$ cat src/verilog/iqm_defs.vh
`ifndef IQM_DEFS_VH
`define IQM_DEFS_VH
`define IQM_ADDR_W        4
`define IQM_REG_STATUS    4'h0
`define IQM_REG_QBASE     4'h1
`define IQM_REG_QLEN      4'h2
`define IQM_REG_CTRL      4'h3
`define IQM_REG_EVMASK    4'h4
`define IQM_REG_INFO      4'h5
`define IQM_IDX_HI        30
`define IQM_IDX_LO        16
`define IQM_FULL_BIT      15
`define IQM_CNT_HI        14
`define IQM_CNT_LO        0
`define IQM_LOST_BIT      15
`define IQM_IQ_DEPTH      128
`define IQM_IQ_AW         7
`define IQM_QLEN_MIN      16'h0002
`define IQM_QLEN_MAX      16'h8000
`define IQM_CTRL_SCR      0
`define IQM_CTRL_GINIT    1
`define IQM_CTRL_QREAD    2
`define IQM_CTRL_ENABLE   3
`define IQM_EV_W          8
`endif

$ cat src/verilog/iqm_mask.v
`timescale 1ns/1ps
`include "iqm_defs.vh"
module iqm_mask (
  input  wire                   clk,
  input  wire                   rst_n,
  input  wire [`IQM_EV_W-1:0]   ev_valid,
  input  wire [`IQM_EV_W-1:0]   ev_mask,
  input  wire [`IQM_EV_W-1:0]   grp_mask,
  input  wire [`IQM_EV_W-1:0]   chan_mask,
  output reg  [`IQM_EV_W-1:0]   ev_pass
);
  genvar i;
  generate
    for (i = 0; i < `IQM_EV_W; i = i + 1) begin : g_src
      always @(posedge clk) begin
        if (!rst_n) begin
          ev_pass[i] <= 1'b0;
        end else begin
          ev_pass[i] <= ev_valid[i] & ~ev_mask[i] & ~grp_mask[i] & ~chan_mask[i];
        end
      end
    end
  endgenerate
endmodule

$ cat src/verilog/iqm_fifo.v
`timescale 1ns/1ps
`include "iqm_defs.vh"
module iqm_fifo (
  input  wire          clk,
  input  wire          rst_n,
  input  wire          flush,
  input  wire          push,
  input  wire [31:0]   push_data,
  input  wire          pop,
  output wire [31:0]   head,
  output wire          empty,
  output wire          full,
  output wire [7:0]    level
);
  reg [31:0]            mem [0:`IQM_IQ_DEPTH-1];
  reg [`IQM_IQ_AW-1:0]  wr_ptr;
  reg [`IQM_IQ_AW-1:0]  rd_ptr;
  reg [7:0]             cnt;
  wire                  do_push;
  wire                  do_pop;
  wire [`IQM_IQ_AW-1:0] last_ptr;
  assign empty    = (cnt == 8'h00);
  assign full     = (cnt == 8'h80);
  assign level    = cnt;
  assign head     = mem[rd_ptr];
  assign do_pop   = pop & ~empty;
  assign do_push  = push & (~full | do_pop);
  assign last_ptr = wr_ptr - 7'h01;
  always @(posedge clk) begin
    if (do_push) begin
      mem[wr_ptr] <= push_data;
    end else if (push && full && !do_pop) begin
      mem[last_ptr][`IQM_LOST_BIT] <= 1'b1;
    end
  end
  always @(posedge clk) begin
    if (!rst_n || flush) begin
      wr_ptr <= 7'h00;
      rd_ptr <= 7'h00;
      cnt    <= 8'h00;
    end else begin
      if (do_push) begin
        wr_ptr <= wr_ptr + 7'h01;
      end
      if (do_pop) begin
        rd_ptr <= rd_ptr + 7'h01;
      end
      cnt <= cnt + {7'h00, do_push} - {7'h00, do_pop};
    end
  end
endmodule

$ cat src/verilog/iqm_top.v
// Function
// - refresh status after each batch moved to shared memory.
// - clear status on reset, soft chip reset, queue config change.
// - bits 30:16 hold host service index, read/write.
// - only host writes service index; device only clears it.
// - bit 15 reads 1 when shared queue full; code sets it when a batch fills the queue, status read clears it.
// - bits 14:0 pending count since last read; writes ignored.
// - status read clears count and drops interrupt line.
// - reset state on reset, soft reset, init, queue read, pointer/length write.
// - initialization zeroes status and drops internal descriptors.
// - shared queue length two to 32768 dwords.
// - new queue accepted anytime, resetting interrupt logic.
// - mask conditions per group, channel, device configuration.
// - internal queue holds 128 descriptors awaiting bus mastership.
// - update count after writes; interrupt while count non-zero.
// - stop writing when shared queue full; resume after host frees space.
// - both queues full drops new descriptors, marks newest internal one.
// - lost marker is descriptor bit 15, rest intact.
//
// Implementation choices: the plain strobed port and the register offsets.
`timescale 1ns/1ps
`include "iqm_defs.vh"
module iqm_top (
  input  wire                    clk,
  input  wire                    rst_n,
  input  wire [`IQM_ADDR_W-1:0]  reg_addr,
  input  wire [31:0]             reg_wdata,
  input  wire                    reg_wr,
  input  wire                    reg_rd,
  output reg  [31:0]             reg_rdata,
  input  wire [`IQM_EV_W-1:0]    ev_valid,
  input  wire [31:0]             ev_desc,
  input  wire [`IQM_EV_W-1:0]    grp_mask,
  input  wire [`IQM_EV_W-1:0]    chan_mask,
  output reg                     bus_req,
  input  wire                    bus_gnt,
  output reg                     mem_wr,
  output reg  [31:0]             mem_addr,
  output reg  [31:0]             mem_wdata,
  input  wire                    mem_ack,
  output reg                     inta
);
  localparam ST_IDLE = 2'd0;
  localparam ST_REQ  = 2'd1;
  localparam ST_WR   = 2'd2;
  localparam ST_DONE = 2'd3;

  reg [1:0]            state;
  reg [14:0]           host_service_index;
  reg                  queue_full_flag;
  reg [14:0]           pending_count;
  reg [31:0]           qbase;
  reg [15:0]           qlen;
  reg                  enable;
  reg [`IQM_EV_W-1:0]  ev_mask;
  reg [14:0]           wr_index;
  reg [14:0]           batch_cnt;
  reg                  full_det;
  wire [`IQM_EV_W-1:0] ev_pass;
  wire [31:0]          fifo_head;
  wire                 fifo_empty;
  wire [7:0]           fifo_level;
  wire                 st_read;
  wire                 st_write;
  wire                 ctl_write;
  wire                 cfg_write;
  wire                 init;
  wire                 pop;
  wire [14:0]          next_wr_index;
  wire                 shared_full;
  wire [15:0]          used;

  assign st_read   = reg_rd && reg_addr == `IQM_REG_STATUS;
  assign st_write  = reg_wr && reg_addr == `IQM_REG_STATUS;
  assign ctl_write = reg_wr && reg_addr == `IQM_REG_CTRL;
  assign cfg_write = reg_wr && (reg_addr == `IQM_REG_QBASE || reg_addr == `IQM_REG_QLEN);
  assign init = cfg_write
              | (ctl_write & (reg_wdata[`IQM_CTRL_SCR] | reg_wdata[`IQM_CTRL_GINIT]
                              | reg_wdata[`IQM_CTRL_QREAD]));

  assign next_wr_index = ({1'b0, wr_index} + 16'h0001 >= qlen) ? 15'h0000 : wr_index + 15'h0001;
  assign used = (wr_index >= host_service_index)
              ? {1'b0, wr_index - host_service_index}
              : qlen - {1'b0, host_service_index} + {1'b0, wr_index};
  assign shared_full = (used + 16'h0001 >= qlen);
  assign pop = (state == ST_WR) && mem_ack;

  iqm_mask u_mask (
    .clk       (clk),
    .rst_n     (rst_n),
    .ev_valid  (ev_valid),
    .ev_mask   (ev_mask),
    .grp_mask  (grp_mask),
    .chan_mask (chan_mask),
    .ev_pass   (ev_pass)
  );

  iqm_fifo u_fifo (
    .clk       (clk),
    .rst_n     (rst_n),
    .flush     (init),
    .push      (|ev_pass),
    .push_data (ev_desc),
    .pop       (pop),
    .head      (fifo_head),
    .empty     (fifo_empty),
    .full      (),
    .level     (fifo_level)
  );

  // configuration registers
  always @(posedge clk) begin
    if (!rst_n) begin
      qbase   <= 32'h00000000;
      qlen    <= `IQM_QLEN_MIN;
      enable  <= 1'b0;
      ev_mask <= 8'h00;
    end else if (reg_wr) begin
      case (reg_addr)
        `IQM_REG_QBASE: qbase <= {reg_wdata[31:2], 2'b00};
        `IQM_REG_QLEN: begin
          if (reg_wdata[15:0] < `IQM_QLEN_MIN)
            qlen <= `IQM_QLEN_MIN;
          else if (reg_wdata[15:0] > `IQM_QLEN_MAX)
            qlen <= `IQM_QLEN_MAX;
          else
            qlen <= reg_wdata[15:0];
        end
        `IQM_REG_CTRL: begin
          if (reg_wdata[`IQM_CTRL_SCR]) begin
            enable  <= 1'b0;
            ev_mask <= 8'h00;
          end else begin
            enable <= reg_wdata[`IQM_CTRL_ENABLE];
          end
        end
        `IQM_REG_EVMASK: ev_mask <= reg_wdata[`IQM_EV_W-1:0];
        default: ;
      endcase
    end
  end

  // status register and transfer engine
  always @(posedge clk) begin
    if (!rst_n || init) begin
      state              <= ST_IDLE;
      host_service_index <= 15'h0000;
      queue_full_flag    <= 1'b0;
      pending_count      <= 15'h0000;
      wr_index           <= 15'h0000;
      batch_cnt          <= 15'h0000;
      full_det           <= 1'b0;
      bus_req            <= 1'b0;
      mem_wr             <= 1'b0;
      mem_addr           <= 32'h00000000;
      mem_wdata          <= 32'h00000000;
      inta               <= 1'b0;
    end else begin
      if (st_write)
        host_service_index <= reg_wdata[`IQM_IDX_HI:`IQM_IDX_LO];
      full_det <= 1'b0;
      case (state)
        ST_IDLE: begin
          if (enable && !fifo_empty && !shared_full) begin
            bus_req <= 1'b1;
            state   <= ST_REQ;
          end
        end
        ST_REQ: begin
          if (bus_gnt) begin
            mem_wr    <= 1'b1;
            mem_addr  <= qbase + {15'h0000, wr_index, 2'b00};
            mem_wdata <= fifo_head;
            state     <= ST_WR;
          end
        end
        ST_WR: begin
          if (mem_ack) begin
            mem_wr    <= 1'b0;
            wr_index  <= next_wr_index;
            batch_cnt <= batch_cnt + 15'h0001;
            if (fifo_level == 8'h01 || used + 16'h0002 >= qlen) begin
              full_det <= (used + 16'h0002 >= qlen);
              bus_req  <= 1'b0;
              state    <= ST_DONE;
            end else begin
              state <= ST_REQ;
            end
          end
        end
        ST_DONE: begin
          batch_cnt <= 15'h0000;
          state     <= ST_IDLE;
        end
        default: state <= ST_IDLE;
      endcase
      if (state == ST_DONE)
        pending_count <= st_read ? batch_cnt : pending_count + batch_cnt;
      else if (st_read)
        pending_count <= 15'h0000;
      if (full_det)
        queue_full_flag <= 1'b1;
      else if (st_read)
        queue_full_flag <= 1'b0;
      if (state == ST_DONE)
        inta <= st_read ? (batch_cnt != 15'h0000)
                        : ((pending_count + batch_cnt) != 15'h0000);
      else if (st_read)
        inta <= 1'b0;
    end
  end

  // read port
  always @(posedge clk) begin
    if (!rst_n) begin
      reg_rdata <= 32'h00000000;
    end else if (reg_rd) begin
      case (reg_addr)
        `IQM_REG_STATUS: reg_rdata <= {1'b0, host_service_index, queue_full_flag, pending_count};
        `IQM_REG_QBASE:  reg_rdata <= qbase;
        `IQM_REG_QLEN:   reg_rdata <= {16'h0000, qlen};
        `IQM_REG_CTRL:   reg_rdata <= {28'h0000000, enable, 3'b000};
        `IQM_REG_EVMASK: reg_rdata <= {24'h000000, ev_mask};
        `IQM_REG_INFO:   reg_rdata <= {9'h000, wr_index, fifo_level};
        default:         reg_rdata <= 32'h00000000;
      endcase
    end else begin
      reg_rdata <= 32'h00000000;
    end
  end
endmodule

$ cat config.mk
export PLATFORM = sky130hd
export DESIGN_NAME = iqm_top
export DESIGN_NICKNAME = d
export VERILOG_FILES = /design/src/verilog/iqm_mask.v /design/src/verilog/iqm_fifo.v /design/src/verilog/iqm_top.v
export VERILOG_INCLUDE_DIRS = /design/src /design/src/verilog
export SDC_FILE = /design/constraint.sdc
export NUM_CORES = 2
export LEC_CHECK = 0
export BUFFER_PORTS_ARGS = -buffer_cell sky130_fd_sc_hd__buf_2
export CAP_MARGIN = 10
export CORE_MARGIN = 5
export CORE_UTILIZATION = 45
export DETAILED_ROUTE_END_ITERATION = 12
export SYNTH_ARGS = -nofsm -noshare
export SYNTH_HDL_FRONTEND = slang
export SYNTH_HIERARCHICAL = 1
export SYNTH_SLANG_ARGS = --single-unit
$ cat constraint.sdc
create_clock -name clk -period 4.8 [get_ports clk]
set_clock_uncertainty 0.2 [all_clocks]
set_input_delay 0.96 -clock clk [delete_from_list [all_inputs] [get_ports clk]]
set_output_delay 0.96 -clock clk [all_outputs]
set_load 0.1 [all_outputs]
# Word level (Yosys, flattened, before mapping)

Memories as Yosys holds them, arrays and structs flattened. A register that Yosys moved wholly into a read port is not among the register bits.
Index checks and enable logic that the tools add are counted.

Add/sub/neg operators: 15
Multiply operators: 0
Div/mod/pow operators: 0
Magnitude comparators: 6
Eq/ne operators: 15
Shift-type cells: 0
Muxes and demuxes: 37
Bitwise operators: 60
Reduce and logical (&&, ||, !) cells: 41

Operators by type and width:

| kind                                                        | count |
|---|---|
| one-hot mux 32 bit (6 select lines)                         | 1 |
| two-way mux 15 bit                                          | 5 |
| >= comparator 16 bit                                        | 3 |
| two-way mux 16 bit                                          | 3 |
| adder 32 x 17 -> 32 bit                                     | 1 |
| two-way mux 32 bit                                          | 1 |
| OR reduction 32 bit                                         | 1 |
| adder 15 x 1 -> 15 bit, second input constant               | 2 |
| one-hot mux 15 bit (2 select lines)                         | 1 |
| nonzero test 15 bit                                         | 2 |
| inverter 1 bit                                              | 29 |
| bitwise AND 1 bit                                           | 27 |
| adder 15 x 1 -> 16 bit, second input constant               | 1 |
| adder 16 x 1 -> 16 bit, second input constant               | 1 |
| adder 16 x 15 -> 16 bit                                     | 1 |
| adder 16 x 2 -> 16 bit, second input constant               | 1 |
| greater-than comparator 16 bit, second input constant       | 1 |
| less-than comparator 16 x 2 -> 1 bit, second input constant | 1 |
| one-hot mux 8 bit (2 select lines)                          | 1 |
| subtractor 16 x 15 -> 16 bit                                | 1 |
| adder 15 bit                                                | 1 |
| >= comparator 15 bit                                        | 1 |
| two-way mux 1 bit                                           | 15 |
| subtractor 15 bit                                           | 1 |
| 31 further kinds                                            | 72 |

Bits in registers: 216
Bits in latches: 0
Memory bits (writable): 4096
Bits in read-only memories: 0
Input bits: 98
Output and inout port bits: 99
Logic and storage cells: 202
Memories kept: 1

Memories:

| memory     | depth | width | rd ports | clocked after memory_dff | write ports | RTL line      | text |
|---|---|---|---|---|---|---|---|
| u_fifo.mem | 128   | 32    | 1        | 1                        | 1           | iqm_fifo.v:15 | `` reg [31:0] mem [0:`IQM_IQ_DEPTH-1]; `` |

# Longest topological paths before layout

Word-level depth: 10
Mapped depth: 27
Mapped depth without buffers: 26

# Hierarchy

The synthesis kept the hierarchy.

Modules (own cells, without submodules):

| module   | times used | cells each | area an instance (um^2) |
|---|---|---|---|
| iqm_fifo | 1          | 7701       | 158827.3 |
| iqm_top  | 1          | 1748       | 13817.0 |
| iqm_mask | 1          | 24         | 271.5 |

# Worst setup path after synthesis

OpenSTA, ideal clock, no wires.

Kind: reg2reg
From: reg host_service_index[1]
To: reg state[1]
Library setup time: 0.128 ns
Data arrival time: 5.013 ns
Required time: 4.472 ns
Path slack: -0.541 ns
Cell stages (with the launch flop): 27
Path buffers: 2
Clock period less this slack: 5.341 ns
Path through: dfxtp_1 inv_1 ha_1 nor2b_1 o311a_4 o211ai_2 a21oi_2 or2_0 buf_2 buf_4 o21ai_1 ha_1 inv_1 nor4_4 nand2_1 xor2_1 ha_1 a21o_1 a21o_1 a21o_1 a21o_1 a21o_1 a21o_1 a211oi_1 nand3_1 a21oi_1 nor2_1

Cells in the longest elaborated chain, start to end: 9

RTL lines:

| element                                                                          | RTL line                     | text |
|---|---|---|
| start, declared                                                                  | iqm_top.v:49                 | `reg [14:0] host_service_index;` |
| start signal, assigned                                                           | iqm_top.v:160                | `` host_service_index <= reg_wdata[`IQM_IDX_HI:`IQM_IDX_LO]; `` |
| subtractor 16 x 15 -> 16 bit                                                     | iqm_top.v:84                 | `: qlen - {1'b0, host_service_index} + {1'b0, wr_index};` |
| adder 16 x 15 -> 16 bit                                                          | iqm_top.v:84                 |  |
| two-way mux 16 bit *                                                             | iqm_top.v:83                 | `? {1'b0, wr_index - host_service_index}` |
| adder 16 x 2 -> 16 bit / adder 16 x 1 -> 16 bit (equally long branches)          | iqm_top.v:182, iqm_top.v:85  |  |
| >= comparator 16 bit, on equally long branches                                   | iqm_top.v:182, iqm_top.v:85  |  |
| logical OR 1 bit / zero test 1 bit (equally long branches)                       | iqm_top.v:182, iqm_top.v:164 |  |
| two-way mux 2 bit / logical AND 1 bit (equally long branches)                    | iqm_top.v:182, iqm_top.v:164 |  |
| two-way mux 2 bit / != test 2 bit (equally long branches)                        | -                            |  |
| one-hot mux 2 bit (4 select lines) / AND reduction 3 bit (equally long branches) | -                            |  |
| end signal, assigned                                                             | iqm_top.v:166                | `state <= ST_REQ;` |
| end signal, assigned                                                             | iqm_top.v:185                | `state <= ST_DONE;` |
| end signal, assigned                                                             | iqm_top.v:187                | `state <= ST_REQ;` |
| end, declared                                                                    | iqm_top.v:48                 | `reg [1:0] state;` |

Mark *: on every way between the ends. The rest lies on a longest branch, timed or not. The select of a mux whose other input is x is not followed.
A chain may end at the register's enable or synchronous reset.

# Worst setup path after layout

Same ends and word-level chain as after synthesis.

==> impl_metrics.toml <==
[final_layout]
final_common_cell = "edfxtp_1"
final_nets = 10500
fin_util_pct = 52.5
final_cell_mix = "edfxtp_1 (4096), mux2i_1 (808), mux4_2 (672), buf_4 (535), nand2_1 (506)"
multi_input_area_mm2 = 0.0437
seq_area_mm2 = 0.128
area_delta_synth_final_pct = 16.2
layout-drive-gt1-share_pct = 23.9
fillers = 30100
fin_cells = 15700

[drt]
antenna_left = 0
drt-total-wl_um = 506000
drc = 0
vias = 95300
detail_route.wl_per_cell_um = 32.3
vias_per_cell = 6.08
drtIter0Drc = 11100
drtPass1Iterations = 7

[clock_network]
cts_root_buf = "clkbuf_16"
clkLatencyLatePin_ns = 1.02
cts_tree = "built"
cts_buffer_depth = 4
htree_levels = 5
path_clk_slew_ns = 0.06
clkSinkCount = 4349
cts_buffers = 438

[global_routing]
grt.total_usage_pct = 24.9
grt_pass1_vias = 93700
antenna_found_initial = 38
grt_pass1_wl_um = 712000
grt_start_max_net_pins = 129
gr-total-overflow = 0

[worst_setup_path]
cp-end-kind = "flip-flop"
criticalPathCategory = "reg -> reg"
slowest_stage = "fa_2"
cp_top_family = "compound AO/OA/AOI/OAI gates"
required_ns = 5.44
cp_cell_sequence = "fa_2, inv_2, ha_4, a211oi_4, o21a_1, buf_4, o21a_1, nor2_1, xnor2_1, o21a_1, or3_4, or2_4, nor3_2, xnor2_1, ha_1, a21o_1, a21o_1, a21o_1, a211oi_2, buf_4, nand3_2, a21oi_2, nor2_1"
critPathArrivalTime_ns = 5.77
max_stage_delay_ns = 0.61
start_kind = "flip-flop"
path_buf_inv = 3
cp_max_fo = 3

[flow_run]
max_cap_violations = 0

[sta]
fin_ws_ns = -0.333
max_freq_mhz = 195
finalCriticalPeriod_ns = 5.13
fin_crit_sh_pct = 107
setup_viol = 4
rsz0062_at_grt = "true"
slew_violations = 0
worstMarginPinSlew_ns = 1.31
max_slew_margin_pct = 12.7
hold_violations = 0
holdWs_ns = 0.0762

[logic_synthesis]
synth_area_per_cell_um2 = 18.3
syn_inst = 9472
synth_area_mm2 = 0.173
yosys_warnings = 6

[min_path]
hold_path_class = "in -> reg"

[placement]
io_buffers = 194
pre_cts_slack_ns = -0.558
place_hpwl_um = 311000
dp.cells = 14800
place_congestion = 0.916

[power_and_ir_drop]
ir_worst_vdd_mv = 0.333
power.density_mw_per_mm2 = 399
p_total_mw = 80.2
leakage_nw = 61.7

[floorplanning]
start_util_pct = 45.2
ioPinCount = 197
coreArea_mm2 = 0.383
rows = 227
fp.dieH_um = 630
die_w_um = 630
fp.dieArea_mm2 = 0.397

[run_status]
status = "complete, but fails checks"
violations = "negative setup slack"
[path summary, 6_finish.rpt]
kind | slack [ns] | cells after the start | end | from
hold reg to reg | 0.25 | 2 | mem_addr[8] | mem_addr[8]
setup / recovery | -0.33 | 23 | state[1] | host_service_index[1]
setup reg to reg | -0.33 | 23 | state[1] | host_service_index[1]
hold / removal | 0.08 | 2 | u_mask/ev_pass[7] | ev_valid[7]
[repair_timing]
| action | CTS | global route |
|---|---|---|
| pin swaps | 39 | 31 |
| hold buffers | 5 | 0 |
| hold endpoints to repair | 5 | 0 |
| resized for setup | 45 | 43 |
| buffers inserted | 8 | 5 |
| endpoints found under the setup margin | 4 | 5 |
[layout make-up]
cell class | count | area share, %
clock inverters | 263 | 1.37
flip-flops and latches | 4349 | 63.7
well taps | 5038 | 3.14
inverters | 119 | 0.225
diodes | 12 | 0.0149
clock buffers | 554 | 5.76
multi-input cells | 4454 | 21.8
repair buffers | 886 | 4.01
[per-layer routing]
metal  track usage [%]  part of all wire [%]  vias to the layer above
met2              39.3                    47                     4435
li1                  -                     -                    39900
met5                 0                 0.015                        -
met3              4.05                   8.3                      736
met4              8.95                   4.2                       12
met1              35.4                    41                    50200
[stage by stage]
step	instance area, µm²	TNS [ns]
after floorplan	173000	-78.11
after global placement	186000	-2.31
after detailed placement	186000	-1.92
after CTS	201000	-1.77
after global routing	201000	-2.02
final	201000	-1.08
[power breakdown]
group | switching (mW) | internal (mW) | leakage, nW
sequential | 0.0692 | 42.2 | 38.9
combinational | 2.96 | 0.952 | 15.8
clock | 14.5 | 19.4 | 6.97
total | 17.6 | 62.6 | 61.7
[registers in the layout, summed over array words and instances, names as in the netlist, 2 cells and up, named ones only]
name,count
u_mask/ev_pass,8
ev_mask,8
batch_cnt,15
host_service_index,15
u_fifo/wr_ptr,7
pending_count,15
qbase,30
wr_index,15
u_fifo/rd_ptr,7
u_fifo/mem,4096
mem_addr,30
mem_wdata,32
reg_rdata,32
state,2
u_fifo/level,8
qlen,16
No activity file was read; power rests on OpenSTA's default activity.
